[src/design/cmp_ctrl_pkg.sv]
/*
  Constants, register layout and carrier types for the analog comparator
  control block. Assumes a 32-bit Avalon-MM slave with byte addressing.
*/
// Functional notes
// - bit 7 enables the comparator; when clear it idles in low power.
// - bit 6 picks plus pin (0) or bandgap (1); minus pin inverting.
// - edge field 00 falling, 01 rising, 10 falling, 11 either edge.
// - event flag sets on selected edge, cleared by writing 1 or by deep stop.
// - interrupt request is flag AND enable; enable cleared by writing 0.
// - readback bit shows comparator output, zero while module disabled.
// - comparator output high when non-inverting input exceeds inverting input.
// - wait mode: enabled comparator keeps running, interrupt may wake CPU.
// - stop mode: clocks halted, low power, no compare events detected.
// - deep stop recovery leaves the module in its reset state.
// - light stop recovery keeps register contents and resumes operation.
// - background debug mode does not disturb comparator operation.
package cmp_ctrl_pkg;
  localparam logic [3:0] CSC_OFFSET = 4'h0;
  localparam logic [3:0] MODE_OFFSET = 4'h4;
  localparam int BIT_ENABLE = 7;
  localparam int BIT_REF_SEL = 6;
  localparam int BIT_FLAG = 5;
  localparam int BIT_IRQ_EN = 4;
  localparam int BIT_READBACK = 3;
  localparam logic [7:0] CSC_RESET = 8'h00;
  localparam logic [1:0] EDGE_FALL0 = 2'h0;
  localparam logic [1:0] EDGE_RISE = 2'h1;
  localparam logic [1:0] EDGE_FALL1 = 2'h2;
  localparam logic [1:0] EDGE_BOTH = 2'h3;

  typedef enum logic [1:0] {
    PWR_RUN,
    PWR_WAIT,
    PWR_STOP_LIGHT,
    PWR_STOP_DEEP
  } power_mode_e;

  typedef struct packed {
    logic enable;
    logic ref_sel;
    logic irq_en;
    logic [1:0] edge_sel;
  } csc_s;
endpackage

[src/design/analog_comparator_control.sv]
/*
  Control and status logic around an on-chip analog comparator.
  Assumes an Avalon-MM master on sys_clk and an asynchronous comparator
  output; the chip power controller drives power_mode and debug_active.
*/
`timescale 1ns/100ps
module analog_comparator_control (
  input wire logic sys_clk,
  input wire logic resetn,
  input wire logic [3:0] avs_address,
  input wire logic avs_read,
  input wire logic avs_write,
  input wire logic [31:0] avs_writedata,
  output logic [31:0] avs_readdata,
  output logic avs_waitrequest,
  input wire logic [1:0] power_mode,
  input wire logic debug_active,
  input wire logic cmp_raw_out,
  output logic comparator_power_on,
  output logic reference_select,
  output logic compare_irq
);
  // ************
  // bus handshake
  // ************
  logic busy;
  logic take;
  logic wr_take;
  logic rd_take;
  logic stop_any;
  logic deep_stop;

  assign stop_any = (power_mode == 2'(cmp_ctrl_pkg::PWR_STOP_LIGHT)) ||
                    (power_mode == 2'(cmp_ctrl_pkg::PWR_STOP_DEEP));
  assign deep_stop = (power_mode == 2'(cmp_ctrl_pkg::PWR_STOP_DEEP));
  // one wait cycle per access, answer on second edge
  assign take = (avs_read || avs_write) && !busy;
  assign wr_take = avs_write && busy;
  assign rd_take = avs_read && busy;

  always_ff @(posedge sys_clk or negedge resetn) begin
    if (!resetn) begin
      busy <= 1'b0;
    end else if (busy) begin
      busy <= 1'b0;
    end else begin
      busy <= take;
    end
  end

  always_ff @(posedge sys_clk or negedge resetn) begin
    if (!resetn) begin
      avs_waitrequest <= 1'b1;
    end else begin
      avs_waitrequest <= !take;
    end
  end

  a_wait_short: assert property (@(posedge sys_clk) disable iff (!resetn)
    !avs_waitrequest |=> avs_waitrequest)
    else $error("waitrequest low too long");
  a_answer_next: assert property (@(posedge sys_clk) disable iff (!resetn)
    take |=> !avs_waitrequest)
    else $error("answer late");
  a_idle_waits: assert property (@(posedge sys_clk) disable iff (!resetn)
    (!avs_read && !avs_write) |=> avs_waitrequest)
    else $error("waitrequest low while idle");
  a_busy_clears: assert property (@(posedge sys_clk) disable iff (!resetn)
    busy |=> !busy)
    else $error("access stuck busy");
  a_take_busy: assert property (@(posedge sys_clk) disable iff (!resetn)
    take |=> busy)
    else $error("access not started");

  // ************
  // control fields
  // ************
  cmp_ctrl_pkg::csc_s ctl;
  logic csc_wr;
  logic flag_clr;
  assign csc_wr = wr_take && (avs_address == cmp_ctrl_pkg::CSC_OFFSET);
  assign flag_clr = csc_wr && avs_writedata[cmp_ctrl_pkg::BIT_FLAG];

  always_ff @(posedge sys_clk or negedge resetn) begin
    if (!resetn) begin
      ctl <= '0;
    end else if (deep_stop) begin
      ctl <= '0;
    end else if (csc_wr) begin
      ctl.enable <= avs_writedata[cmp_ctrl_pkg::BIT_ENABLE];
      ctl.ref_sel <= avs_writedata[cmp_ctrl_pkg::BIT_REF_SEL];
      ctl.irq_en <= avs_writedata[cmp_ctrl_pkg::BIT_IRQ_EN];
      ctl.edge_sel <= avs_writedata[1:0];
    end
  end

  a_enable_lands: assert property (@(posedge sys_clk) disable iff (!resetn)
    (csc_wr && !deep_stop) |=> ctl.enable == $past(avs_writedata[cmp_ctrl_pkg::BIT_ENABLE]))
    else $error("enable write lost");
  a_ref_lands: assert property (@(posedge sys_clk) disable iff (!resetn)
    (csc_wr && !deep_stop) |=> ctl.ref_sel == $past(avs_writedata[cmp_ctrl_pkg::BIT_REF_SEL]))
    else $error("reference write lost");
  a_irq_en_lands: assert property (@(posedge sys_clk) disable iff (!resetn)
    (csc_wr && !deep_stop) |=> ctl.irq_en == $past(avs_writedata[cmp_ctrl_pkg::BIT_IRQ_EN]))
    else $error("irq enable write lost");
  a_edge_lands: assert property (@(posedge sys_clk) disable iff (!resetn)
    (csc_wr && !deep_stop) |=> ctl.edge_sel == $past(avs_writedata[1:0]))
    else $error("edge select write lost");
  a_ctl_quiet: assert property (@(posedge sys_clk) disable iff (!resetn)
    (!csc_wr && !deep_stop) |=> $stable(ctl))
    else $error("control changed without write");

  // ************
  // comparator power and reference
  // ************
  logic active;
  // wait and debug leave it running; light stop keeps state
  assign active = ctl.enable && !stop_any;

  always_ff @(posedge sys_clk or negedge resetn) begin
    if (!resetn) begin
      comparator_power_on <= 1'b0;
      reference_select <= 1'b0;
    end else begin
      comparator_power_on <= active;
      reference_select <= ctl.ref_sel;
    end
  end

  a_stop_off: assert property (@(posedge sys_clk) disable iff (!resetn)
    stop_any |=> !comparator_power_on)
    else $error("powered in stop");
  a_ref_follows: assert property (@(posedge sys_clk) disable iff (!resetn)
    reference_select == $past(ctl.ref_sel))
    else $error("reference pin mismatch");
  a_power_run: assert property (@(posedge sys_clk) disable iff (!resetn)
    (ctl.enable && !stop_any) |=> comparator_power_on)
    else $error("not powered while enabled");
  a_power_exact: assert property (@(posedge sys_clk) disable iff (!resetn)
    comparator_power_on == $past(active))
    else $error("power pin mismatch");

  // ************
  // synchroniser and edge detect
  // ************
  logic sync_a;
  logic sync_b;
  logic cmp_q;
  logic cmp_q_valid;
  logic rise;
  logic fall;
  logic hit;

  // polarity set by the analog cell; raw high means plus above minus
  always_ff @(posedge sys_clk or negedge resetn) begin
    if (!resetn) begin
      sync_a <= 1'b0;
      sync_b <= 1'b0;
    end else begin
      sync_a <= cmp_raw_out;
      sync_b <= sync_a;
    end
  end

  always_ff @(posedge sys_clk or negedge resetn) begin
    if (!resetn) begin
      cmp_q <= 1'b0;
      cmp_q_valid <= 1'b0;
    end else begin
      cmp_q <= active ? sync_b : 1'b0;
      cmp_q_valid <= active && comparator_power_on;
    end
  end

  assign rise = cmp_q_valid && active && sync_b && !cmp_q;
  assign fall = cmp_q_valid && active && !sync_b && cmp_q;

  always_comb begin
    case (ctl.edge_sel)
      cmp_ctrl_pkg::EDGE_FALL0: hit = fall;
      cmp_ctrl_pkg::EDGE_RISE: hit = rise;
      cmp_ctrl_pkg::EDGE_FALL1: hit = fall;
      cmp_ctrl_pkg::EDGE_BOTH: hit = rise || fall;
      default: hit = 1'b0;
    endcase
  end

  a_edge_exclusive: assert property (@(posedge sys_clk) disable iff (!resetn)
    !(rise && fall))
    else $error("rise and fall together");
  a_no_edge_idle: assert property (@(posedge sys_clk) disable iff (!resetn)
    !active |-> !(rise || fall))
    else $error("edge while inactive");
  a_fall0_sets: assert property (@(posedge sys_clk) disable iff (!resetn)
    (fall && ctl.edge_sel == cmp_ctrl_pkg::EDGE_FALL0 && !deep_stop) |=> flag)
    else $error("fall missed in mode 0");
  a_fall1_sets: assert property (@(posedge sys_clk) disable iff (!resetn)
    (fall && ctl.edge_sel == cmp_ctrl_pkg::EDGE_FALL1 && !deep_stop) |=> flag)
    else $error("fall missed in mode 2");
  a_both_sets: assert property (@(posedge sys_clk) disable iff (!resetn)
    ((rise || fall) && ctl.edge_sel == cmp_ctrl_pkg::EDGE_BOTH && !deep_stop) |=> flag)
    else $error("edge missed in mode 3");
  a_rise_ignored: assert property (@(posedge sys_clk) disable iff (!resetn)
    (!flag && rise && (ctl.edge_sel == cmp_ctrl_pkg::EDGE_FALL0 || ctl.edge_sel == cmp_ctrl_pkg::EDGE_FALL1)) |=> !flag)
    else $error("rise set flag");
  a_readback_live: assert property (@(posedge sys_clk) disable iff (!resetn)
    active |=> cmp_q == $past(sync_b))
    else $error("readback stale");
  a_readback_stop: assert property (@(posedge sys_clk) disable iff (!resetn)
    stop_any |=> !cmp_q)
    else $error("readback set in stop");
  a_sync_chain: assert property (@(posedge sys_clk) disable iff (!resetn)
    sync_b == $past(sync_a))
    else $error("second stage mismatch");

  // ************
  // event flag and interrupt
  // ************
  logic flag;
  always_ff @(posedge sys_clk or negedge resetn) begin
    if (!resetn) begin
      flag <= 1'b0;
    end else if (deep_stop) begin
      flag <= 1'b0;
    end else if (hit) begin
      flag <= 1'b1;
    end else if (flag_clr) begin
      flag <= 1'b0;
    end
  end

  always_ff @(posedge sys_clk or negedge resetn) begin
    if (!resetn) begin
      compare_irq <= 1'b0;
    end else begin
      compare_irq <= flag && ctl.irq_en;
    end
  end

  a_set_wins: assert property (@(posedge sys_clk) disable iff (!resetn)
    (hit && flag_clr && !deep_stop) |=> flag)
    else $error("clear beat set");
  a_clear_lands: assert property (@(posedge sys_clk) disable iff (!resetn)
    (flag_clr && !hit && !deep_stop) |=> !flag)
    else $error("flag not cleared");
  a_no_set_idle: assert property (@(posedge sys_clk) disable iff (!resetn)
    (!flag && !hit) |=> !flag)
    else $error("flag set without event");
  a_irq_off_flag: assert property (@(posedge sys_clk) disable iff (!resetn)
    !flag |=> !compare_irq)
    else $error("irq without flag");
  a_irq_off_en: assert property (@(posedge sys_clk) disable iff (!resetn)
    !ctl.irq_en |=> !compare_irq)
    else $error("irq while masked");

  // ************
  // read data
  // ************
  logic [7:0] csc_view;
  assign csc_view = {ctl.enable, ctl.ref_sel, flag, ctl.irq_en, cmp_q, 1'b0, ctl.edge_sel};

  always_ff @(posedge sys_clk or negedge resetn) begin
    if (!resetn) begin
      avs_readdata <= 32'h0000_0000;
    end else if (take && avs_read) begin
      case (avs_address)
        cmp_ctrl_pkg::CSC_OFFSET: avs_readdata <= {24'h00_0000, csc_view};
        cmp_ctrl_pkg::MODE_OFFSET: avs_readdata <= {30'h0000_0000, power_mode};
        default: avs_readdata <= 32'h0000_0000;
      endcase
    end
  end

  a_read_csc: assert property (@(posedge sys_clk) disable iff (!resetn)
    (take && avs_read && avs_address == cmp_ctrl_pkg::CSC_OFFSET) |=> avs_readdata == {24'h00_0000, $past(csc_view)})
    else $error("status read mismatch");
  a_read_mode: assert property (@(posedge sys_clk) disable iff (!resetn)
    (take && avs_read && avs_address == cmp_ctrl_pkg::MODE_OFFSET) |=> avs_readdata == {30'h0000_0000, $past(power_mode)})
    else $error("mode read mismatch");
  a_read_upper: assert property (@(posedge sys_clk) disable iff (!resetn)
    avs_readdata[31:8] == 24'h00_0000)
    else $error("upper read bits set");
  a_read_holds: assert property (@(posedge sys_clk) disable iff (!resetn)
    !(take && avs_read) |=> $stable(avs_readdata))
    else $error("read data changed");

  // ************
  // checks
  // ************
  a_irq_follows_flag: assert property (@(posedge sys_clk) disable iff (!resetn)
    (flag && ctl.irq_en) |=> compare_irq) else $error("irq missing");
  a_irq_needs_both: assert property (@(posedge sys_clk) disable iff (!resetn)
    compare_irq |-> $past(flag) && $past(ctl.irq_en)) else $error("irq without cause");
  a_readback_off: assert property (@(posedge sys_clk) disable iff (!resetn)
    !ctl.enable |=> !cmp_q) else $error("readback not zero");
  a_flag_sticky: assert property (@(posedge sys_clk) disable iff (!resetn)
    (flag && !flag_clr && !deep_stop) |=> flag) else $error("flag lost");
  a_stop_no_event: assert property (@(posedge sys_clk) disable iff (!resetn)
    (stop_any && !flag) |=> !flag) else $error("event in stop");
  a_power_follows: assert property (@(posedge sys_clk) disable iff (!resetn)
    !ctl.enable |=> !comparator_power_on) else $error("powered while off");
  a_rise_sets: assert property (@(posedge sys_clk) disable iff (!resetn)
    (rise && ctl.edge_sel == cmp_ctrl_pkg::EDGE_RISE && !deep_stop) |=> flag) else $error("rise missed");
  a_fall_ignored: assert property (@(posedge sys_clk) disable iff (!resetn)
    (!flag && fall && ctl.edge_sel == cmp_ctrl_pkg::EDGE_RISE && !flag_clr) |=> !flag) else $error("fall set flag");
  a_sync_delay: assert property (@(posedge sys_clk) disable iff (!resetn)
    (active && $past(active) && $past(active, 2)) |-> sync_b == $past(cmp_raw_out, 2)) else $error("sync depth");
  a_deep_reset: assert property (@(posedge sys_clk) disable iff (!resetn)
    deep_stop |=> (ctl == '0 && !flag)) else $error("deep stop kept state");
  a_light_keep: assert property (@(posedge sys_clk) disable iff (!resetn)
    (power_mode == 2'(cmp_ctrl_pkg::PWR_STOP_LIGHT) && !csc_wr) |=> $stable(ctl)) else $error("light stop lost");
  a_wait_runs: assert property (@(posedge sys_clk) disable iff (!resetn)
    (power_mode == 2'(cmp_ctrl_pkg::PWR_WAIT) && ctl.enable) |=> comparator_power_on) else $error("wait stopped");
  a_debug_runs: assert property (@(posedge sys_clk) disable iff (!resetn)
    (debug_active && ctl.enable && !stop_any) |=> comparator_power_on) else $error("debug stopped");
endmodule

[config.mk]
export PLATFORM = sky130hd
export DESIGN_NAME = analog_comparator_control
export DESIGN_NICKNAME = d
export VERILOG_FILES = /design/src/design/cmp_ctrl_pkg.sv /design/src/design/analog_comparator_control.sv
export SDC_FILE = /design/constraint.sdc
export NUM_CORES = 1
export LEC_CHECK = 0
export BUFFER_PORTS_ARGS = -buffer_cell sky130_fd_sc_hd__buf_4
export CAP_MARGIN = 25
export CORE_MARGIN = 2
export CORE_UTILIZATION = 36
export CTS_CLUSTER_DIAMETER = 200
export DETAILED_ROUTE_END_ITERATION = 10
export GPL_TIMING_DRIVEN = 0
export PLACE_DENSITY = 0.86
export RECOVER_POWER = 25
export SETUP_SLACK_MARGIN = 0.5
export SLEW_MARGIN = 20
export SYNTH_ARGS = -nofsm -noshare
export SYNTH_HDL_FRONTEND = slang
export SYNTH_SLANG_ARGS = --single-unit
[constraint.sdc]
create_clock -name sys_clk -period 1.1 [get_ports sys_clk]
set_input_delay 0.11 -clock sys_clk [delete_from_list [all_inputs] [get_ports sys_clk]]
set_output_delay 0.11 -clock sys_clk [all_outputs]
set_load 0.05 [all_outputs]
==> run summary, run 1 <==
status - finished, violations left
failing checks - DRC, setup timing
commonest non-fill, non-tap cell in the layout - buf_4
hold crit path type - in2reg
Die Footprint - 3470 um2
I/O Pins - 80
pwr/cell area - 1120 nW/um2
Slew @ Worst Pin - 0.629 ns
Reg with most FFs - avs_readdata
CTS buffer count - 3
startpoint class of the critical path - register
placed cell area - 1440 um2
Cells after Synth - 97
Worst-Skew Late Latency - 0.32 ns
Clock Pin Slew Worst Setup and Hold Paths - 0.13 ns
final period utilization - 103%
Initial Util - 38.7%
proportion of synthesized area in mux cells - 1.84%
Post-Place Setup Slack - -0.0889 ns
drt pass-1 iters - 9
Die H - 58.9 um
headroom to the max-slew limit - 57.7%
Finished Cell Area - 1820 um2
RSZ-0062 raised after global routing - true
crit path DAT - 1.36 ns
endpoint type of the worst setup path - register
Worst Path Required - 1.33 ns
total power - 0.00205 W
Synth Area in Compound Gates - 13.9%
Leak - 0.913 nW
post-synth top area share - 48.4%
largest net degree at the start of global routing - 23
FF+latch count, synth - 22
Synth Area in XOR/XNOR - 0%
GRT overflow - 0
simple-gate share of the synthesized area - 14.1%
gr usage total - 17.3%
Worst Hold Margin - 0.0342 ns
clk_skew - 0.00220 ns
Seq/Total Area, Yosys - 50.8%
Longest Clk Path Bufs - 2
Final Hold Fails - 0
combinational family with the most area after synthesis - buffers and inverters
max-cap violations - 0
syn avg cell area - 11.2 um2
via count - 911
critical-path cell list - buf_6, and2_4, buf_8, nand3_2, a32o_1
dpl hpwl - 1630 um
DIE WIDTH - 58.9 um
Syn Std Cell Area - 1090 um2
fin crit period - 1.13 ns
final setup violation count - 2
max-slew violations - 0
commonest cells after routing, fill and taps aside - buf_4 (49), conb_1 (25), dfrtp_1 (16)
Area growth syn-to-layout - 67.9%
CTS tree - done
max FFs per register - 7
CP max stage cell - dfrtp_1
top cells by area, synth - dfrtp_1 (48%), buf_4 (17%), a22o_2 (4.6%)
drt initial violations - 22
antenna diode count - 0
Core Rows - 19
Setup WS post-layout - -0.0340 ns
drt total wl - 2920 um
port bufs - 27
CP Class - reg2reg
Post-DRT Antenna Nets - 0
Synth area leader - dfrtp_1
vias in the first global route - 929
CTS H-tree depth - 1
WL per Instance - 14.9 um
GP Congestion - 0.790
first-pass GRT wire length - 4480 um
post-synth cell types - 26
antenna violations before repair - 0
fin nets - 210
CP Buf/Inv Count - 2
FMAX - 882 MHz
fraction of layout cells with a size suffix above 1 - 62.4%
Synth Area in Adders - 0%
Yosys warning count - 0
Core Util, Final - 65.0%
via density per instance - 4.65
# clock sinks - 22
Top delay family on crit path - flip-flops
DRC violations left - 5
worst-path fanout max - 6
clock root cell - clkbuf_4
crit-path max cell delay - 0.39 ns
worst vdd ir - 0.000619 V
core box area - 2810 um2
-- power by group --
part / internal [W] / switching (W)
clock: 0.000369 / 0.000266
sequential: 0.000833 / 0.0000154
combinational: 0.000206 / 0.000360
total: 0.00141 / 0.000642
-- cells in the mapped netlist (all sizes together) --
cell / number
buf: 26
dfrtp: 21
nand3: 6
a22o: 5
a22oi: 5
o21ai: 5
and2: 4
nand2: 4
nor2: 3
mux2i: 2
nand2b: 2
nor2b: 2
o31ai: 2
a21boi: 1
a32o: 1
clkbuf: 1
conb: 1
dfstp: 1
inv: 1
nor4: 1
o22ai: 1
or3: 1
or4: 1
-- worst paths after layout --
kind	start	endpoint	slack, ns	cells past startpoint
max in group asynchronous	resetn	reference_select	0.40	2
hold reg to reg	sync_a	sync_b	0.37	0
min in group asynchronous	resetn	avs_readdata[4]	0.31	2
setup reg to reg	busy	flag	-0.03	5
hold / removal	power_mode[1]	comparator_power_on	0.03	2
setup / recovery	busy	flag	-0.03	5
-- area by class of cell --
| class | count | area [um2] |
|---|---|---|
| buffer | 27 | 218 |
| tap | 31 | 38.8 |
| multi-input combinational | 71 | 562 |
| clock inverter | 1 | 30.0 |
| sequential | 22 | 558 |
| fill | 198 | 982 |
| inverter | 1 | 3.75 |
| clock buffer | 3 | 22.5 |
| timing repair buffer | 40 | 390 |
-- stage by stage --
| step | instances | TNS (ns) |
|---|---|---|
| after floorplan | 121 | 0 |
| after global placement | 179 | -0.723 |
| after detailed placement | 179 | -0.846 |
| after CTS | 194 | -0.0382 |
| after global routing | 196 | -0.0972 |
| final | 196 | -0.0609 |
-- logic make-up after synthesis --
logic type      count (synthesis)
compound gates                 20
other cells                     1
flops                          22
mux                             2
buf+inv                        28
simple gates                   24
-- per-layer routing --
metal / GRT usage (%) / vias up / part of all wire (%) / routed length (um)
met5: 0 / - / 0 / 0
met2: 31.4 / 58 / 53 / 1550
met3: 3.74 / 11 / 7.5 / 218
met1: 19.0 / 419 / 35 / 1010
met4: 8.12 / 0 / 4.6 / 134
li1: - / 423 / - / -
-- worst reg2reg max path: stages (launching register included) --
cell and delay [ns]:
dfrtp_1 0.39, buf_6 0.11, and2_4 0.13, buf_8 0.12
nand3_2 0.06, a32o_1 0.23
-- timing repair --
action / 4_1_cts / 5_1_grt
hold buffers: 2 / 0
endpoints found under the hold margin: 23 / 0
setup buffers: 8 / 2
gates cloned: 1 / 0
setup endpoints to repair: 30 / 30
pin swaps: 16 / 7
gates resized for setup: 40 / 9
No activity file was read; power rests on OpenSTA's default activity.
==> inputs of run 2 (changes only) <==
Settings changed: CORE_MARGIN 2 to not set, RECOVER_POWER 25 to 100.
==> run summary, run 2 (synthesized netlist as in run 1, its figures left out) <==
Die H - 56.9 um (-3.4%)
Worst Hold Margin - 0.0449 ns (+0.0106 ns)
max-cap violations - 0 (unchanged)
Worst-Skew Late Latency - 0.31 ns (about the same)
Clock Pin Slew Worst Setup and Hold Paths - 0.12 ns (about the same)
Core Rows - 19 (unchanged)
GP Congestion - 0.819 (+3.7%)
failing checks - DRC, setup timing
endpoint type of the worst setup path - register
Leak - 0.876 nW (-4.1%)
# clock sinks - 22 (unchanged)
core box area - 2810 um2 (unchanged)
Int Power - 0.00138 W (-2.3%)
final period utilization - 103% (-0.31 points)
WL per Instance - 13.2 um (-11%)
drt total wl - 2570 um (-12%)
fraction of layout cells with a size suffix above 1 - 62.0% (-0.46 points)
antenna diode count - 0 (unchanged)
CP Buf/Inv Count - 2 (unchanged)
drt pass-1 iters - 8 (-1)
pwr/cell area - 1170 nW/um2 (+4.2%)
Longest Clk Path Bufs - 2 (unchanged)
DRC violations left - 11 (+6)
CP Class - reg2reg
worst hold start - avs_writedata[0]
worst-path fanout max - 6 (unchanged)
hold path cells - 3 (+1)
fin nets - 208 (-0.95%)
Psw - 0.000610 W (-5.0%)
gr busiest metal - met2
critical-path cell list - buf_6, and2_4, buf_8, nand3_2, a32o_1
clock root cell - clkbuf_4
via density per instance - 4.61 (-0.74%)
met3 usage - 3.00% (-0.74 points)
vias in the first global route - 895 (-3.7%)
worst hold endpoint - csc_view[0]
crit path DAT - 1.35 ns (about the same)
I/O Pins - 80 (unchanged)
GRT overflow - 0 (unchanged)
power share of the combinational group - 26.1% (-1.5 points)
reg2reg setup slack - -0.03 ns (about the same)
headroom to the max-slew limit - 61.0% (+3.3 points)
DIE WIDTH - 56.9 um (-3.4%)
CP max stage cell - dfrtp_1
Die Footprint - 3240 um2 (-6.7%)
clk_skew - 0.00485 ns (+0.00265 ns)
crit-path max cell delay - 0.39 ns (about the same)
Setup WS post-layout - -0.0306 ns (+0.00342 ns)
Area growth syn-to-layout - 56.1%
CTS H-tree depth - 1 (unchanged)
gr usage total - 15.8% (-1.5 points)
drt initial violations - 37 (+68%)
RSZ-0062 raised after global routing - true
reg2reg path depth - 5 (unchanged)
largest net degree at the start of global routing - 23 (unchanged)
max FFs per register - 7 (unchanged)
GR met2 Demand/Resource - 30.8% (-0.67 points)
CTS tree - done
total power - 0.00199 W (-3.1%)
startpoint class of the critical path - register
first-pass GRT wire length - 3860 um (-14%)
Reg with most FFs - avs_readdata
Worst Path Required - 1.32 ns (about the same)
power share of the clock group - 31.3% (+0.3 points)
dpl hpwl - 1660 um (+2.1%)
hold crit path type - in2reg
status - finished, violations left
worst r2r src - busy
fin crit period - 1.13 ns (-0.00342 ns)
Sw Ratio - 30.7% (-0.60 points)
Post-DRT Antenna Nets - 0 (unchanged)
Initial Util - 38.7% (unchanged)
commonest non-fill, non-tap cell in the layout - buf_4
RR Endpoint - flag
via count - 895 (-1.8%)
CTS buffer count - 3 (unchanged)
FMAX - 884 MHz (+0.30%)
max-slew violations - 0 (unchanged)
Core Util, Final - 60.4% (-4.5 points)
Slew @ Worst Pin - 0.580 ns (-0.0491 ns)
met1 Usage GRT - 16.1% (-2.9 points)
antenna violations before repair - 0 (unchanged)
Final Hold Fails - 0 (unchanged)
commonest cells after routing, fill and taps aside - buf_4 (54), conb_1 (25), dfrtp_1 (16)
sequential share of power - 42.7% (+1.3 points)
critical path depth - 5 (unchanged)
worst vdd ir - 0.000700 V (+13%)
final setup violation count - 4 (+2)
Top delay family on crit path - flip-flops
port bufs - 27 (unchanged)
==> run 2: cell count changes in the layout (fill, tap and decap cells not counted), moves of 2 or more <==
| cell | before | now |
|---|---|---|
| and2_1 | 2 | 0 |
| and2_2 | 0 | 2 |
| buf_4 | 49 | 54 |
| buf_6 | 6 | 3 |
| buf_8 | 8 | 2 |
| clkbuf_4 | 3 | 5 |
==> run 2: area by class of cell <==
cell class,instances,area (um2)
Clock inverter,1,30.0
Timing Repair Buffer,38,304
Multi-Input combinational cell,71,528
Sequential cell,22,558
Tap cell,31,38.8
Fill cell,243,1110
Inverter,1,3.75
Buffer,27,210
Clock buffer,3,22.5
==> run 2: per-layer routing <==
metal | routed length (um) | up-vias | part of all wire, %
met5 | 0 | - | 0
met2 | 1420 | 35 | 55
met3 | 195 | 4 | 7.6
met1 | 914 | 436 | 36
met4 | 34 | 0 | 1.3
li1 | - | 420 | -
==> run 2: what timing repair did <==
item	in CTS	in global routing
gates cloned	1	0
resized for setup	41	6
setup endpoints to repair	30	30
endpoints found under the hold margin	23	0
hold buffers	2	0
pin swaps	15	10
buffers inserted	7	1
==> run 2: worst min-delay path: cells and delay by family <==
kind | cells | cell delay [ns]
compound gates | 1 | 0.04
simple gates | 1 | 0.06
buf+inv | 1 | 0.11
==> run 2: worst max-delay path by stage <==
stage / start / to / slack, ns
detailed placement: avs_address[0] / csc_view[6] / -0.12
finish: busy / flag / -0.03
global route: busy / flag / -0.07
CTS: avs_waitrequest / avs_waitrequest / -0.03
floorplan: busy / flag / 0.1
global placement: avs_address[0] / avs_readdata[3] / -0.08
==> run 2: power by group through the flow <==
stage          Combinational (W)  Sequential (W)  Clock (W)
2_1_floorplan           0.000313        0.000888          0
3_3_place_gp            0.000442        0.000859          0
3_5_place_dp            0.000447        0.000861          0
4_1_cts                 0.000537        0.000847   0.000633
5_1_grt                 0.000542        0.000850   0.000655
6_report                0.000518        0.000847   0.000621
==> run 2: stage by stage <==
| stage | setup slack, ns | TNS [ns] | instances | cell area [um2] |
|---|---|---|---|---|
| detailed placement | -0.122 | -0.931 | 179 | 1440 |
| global placement | -0.0845 | -0.729 | 179 | 1440 |
| global route | -0.0720 | -0.195 | 194 | 1700 |
| finish | -0.0306 | -0.0519 | 194 | 1700 |
| floorplan | 0.0953 | 0 | 121 | 1200 |
| CTS | -0.0255 | -0.0491 | 193 | 1760 |
==> inputs of run 3 (changes only) <==
Settings changed: ABC_AREA set to 1, PLACE_DENSITY 0.86 to 0.85.
==> run summary, run 3 <==
vias in the first global route - 799 (-11%)
antenna violations before repair - 0 (unchanged)
Post-Place Setup Slack - 0.110 ns (+0.232 ns)
Core Rows - 19 (unchanged)
drt initial violations - 19 (-49%)
first-pass GRT wire length - 3340 um (-14%)
Synth top cells by count - nand2_1 (29), buf_4 (25), dfrtp_1 (21)
Seq/Total Area, Yosys - 49.6% (-1.2 points)
register area - 564 um2 (+1.1%)
DRC violations left - 4 (-7)
via count - 909 (+1.6%)
Worst Path Required - 0.99 ns (-0.33 ns)
I/O Pins - 80 (unchanged)
CTS buffer count - 3 (unchanged)
post-synth top area share - 47.2% (-1.1 points)
largest net degree at the start of global routing - 23 (unchanged)
Worst-Skew Late Latency - 0.30 ns (about the same)
CTS H-tree depth - 1 (unchanged)
CP max stage cell - dfstp_2
FMAX - 915 MHz (+3.4%)
fin nets - 240 (+15%)
worst-path fanout max - 1 (-5)
DIE WIDTH - 57.6 um (+1.2%)
worst vdd ir - 0.000572 V (-18%)
Longest Clk Path Bufs - 2 (unchanged)
CP Buf/Inv Count - 1 (-1)
dpl hpwl - 1550 um (-7.0%)
max-cap violations - 0 (unchanged)
Setup WS post-layout - 0.00677 ns (+0.0374 ns)
core box area - 2850 um2 (+1.7%)
commonest cells after routing, fill and taps aside - buf_4 (58), conb_1 (25), nand2_1 (23)
fraction of layout cells with a size suffix above 1 - 49.7% (-12 points)
EDFF count, synth - 0 (unchanged)
CTS tree - done
CP Class - reg2out
drt pass-1 iters - 7 (-1)
Leak - 0.921 nW (+5.1%)
commonest non-fill, non-tap cell in the layout - buf_4
Area growth syn-to-layout - 48.3%
Top delay family on crit path - flip-flops
startpoint class of the critical path - register
status - finished, violations left
Slew @ Worst Pin - 0.529 ns (-0.0516 ns)
crit path DAT - 0.98 ns (-0.37 ns)
FF+latch count, synth - 22 (unchanged)
RSZ-0062 raised after global routing - true
Worst Hold Margin - -0.00767 ns (-0.0525 ns)
Die H - 57.6 um (+1.2%)
post-synth cell types - 18 (-31%)
antenna diode count - 0 (unchanged)
fin crit period - 1.09 ns (-0.0374 ns)
Yosys warning count - 0 (unchanged)
via density per instance - 4.02 (-13%)
gr usage total - 13.5% (-2.3 points)
clock root cell - clkbuf_4
hold crit path type - in2reg
Reg with most FFs - avs_readdata
Initial Util - 39.0% (+0.28 points)
Post-synth top flop - dfrtp_1
fillcell total - 267 (+9.9%)
# clock sinks - 22 (unchanged)
# hold bufs at CTS - 2 (unchanged)
total power - 0.00169 W (-15%)
multi-input gate area in the final layout - 438 um2 (-17%)
Cells after Synth - 125 (+29%)
clk_skew - 0.00755 ns (+0.00270 ns)
drt total wl - 2230 um (-13%)
Syn Std Cell Area - 1110 um2 (+2.4%)
GRT overflow - 0 (unchanged)
Clock Pin Slew Worst Setup and Hold Paths - 0.12 ns (about the same)
top cells by area, synth - dfrtp_1 (47%), buf_4 (17%), nand2_1 (9.8%)
Synth area leader - dfrtp_1
GP Congestion - 0.732 (-11%)
max-slew violations - 0 (unchanged)
WL per Instance - 9.85 um (-26%)
crit-path max cell delay - 0.55 ns (+0.16 ns)
final setup violation count - 0 (-4)
endpoint type of the worst setup path - primary output
port bufs - 27 (unchanged)
Die Footprint - 3320 um2 (+2.3%)
count leader, synth - nand2_1
headroom to the max-slew limit - 64.8% (+3.7 points)
pwr/cell area - 1020 nW/um2 (-13%)
Post-DRT Antenna Nets - 0 (unchanged)
critical-path cell list - buf_8
failing checks - DRC, hold timing
syn avg cell area - 8.90 um2 (-21%)
max FFs per register - 7 (unchanged)
Setup TNS - 0 ns (+0.0519 ns)
final period utilization - 99.4% (-3.4 points)
Post-synth ARST share - 100% (unchanged)
Final Hold Fails - 3 (+3)
==> run 3: worst reg2reg max path: cells and delay by family (launching register included) <==
family / cells / cell delay, ns
AND/OR/NAND/NOR: 3 / 0.34
buffers and inverters: 1 / 0.19
AO/OA/AOI/OAI: 1 / 0.05
flip-flops: 1 / 0.39
==> run 3: power breakdown <==
part / internal [W] / switching (W) / total (W)
Clock: 0.000141 / 0.000228 / 0.000369
Combinational: 0.000155 / 0.000321 / 0.000476
Sequential: 0.000833 / 0.0000107 / 0.000843
==> run 3: worst paths after layout <==
check,startpoint,endpoint,slack [ns],depth (start not counted)
hold reg to reg,sync_a,sync_b,0.37,0
max in group asynchronous,resetn,reference_select,0.41,2
setup reg to reg,busy,avs_readdata[5],0.02,5
min in group asynchronous,resetn,avs_readdata[7],0.30,2
hold / removal,avs_writedata[0],csc_view[0],-0.008,3
setup / recovery,avs_waitrequest,avs_waitrequest,0.007,1
==> run 3: through the flow <==
| stage | util (%) | cell area [um2] | hold WS, ns | cells |
|---|---|---|---|---|
| finish | 57.8 | 1650 | -0.00767 | 226 |
| global route | 57.8 | 1650 | -0.0153 | 226 |
| CTS | 59.8 | 1710 | -0.0176 | 224 |
| detailed placement | 51.4 | 1470 | 0.0101 | 207 |
| global placement | 51.4 | 1470 | 0.00636 | 207 |
| floorplan | - | 1230 | -0.186 | 149 |
==> run 3: area by class of cell <==
cell class / instances / area share (%)
flip-flops and latches: 22 / 34.2
repair buffers: 42 / 20.2
multi-input cells: 88 / 26.6
inverters: 12 / 2.73
plain buffers: 27 / 12.4
clock buffers: 4 / 1.59
well taps: 31 / 2.35
==> run 3: cell families (layout without fill, tap and decap cells) <==
group | after synthesis | count (layout) | synth area share (%)
other | 1 | 25 | 0.337
and+or+nand+nor | 54 | 54 | 22.9
buffers and inverters | 39 | 85 | 21.8
DFF | 22 | 22 | 49.6
AOI/OAI and AO/OA | 9 | 9 | 5.29
==> run 3: what timing repair did <==
| action | in CTS | in global routing |
|---|---|---|
| hold endpoints to repair | 28 | 4 |
| buffers inserted | 10 | 2 |
| setup endpoints to repair | 30 | 30 |
| pin swaps | 10 | 6 |
| gates cloned | 1 | 0 |
| resized for setup | 32 | 10 |
==> run 3: metal layers <==
| metal | track usage [%] | part of all wire (%) | up-vias |
|---|---|---|---|
| met2 | 23.4 | 51 | 33 |
| met4 | 7.32 | 1.5 | 0 |
| met5 | 0 | 0 | - |
| li1 | - | - | 480 |
| met3 | 2.27 | 6.6 | 4 |
| met1 | 15.8 | 41 | 392 |
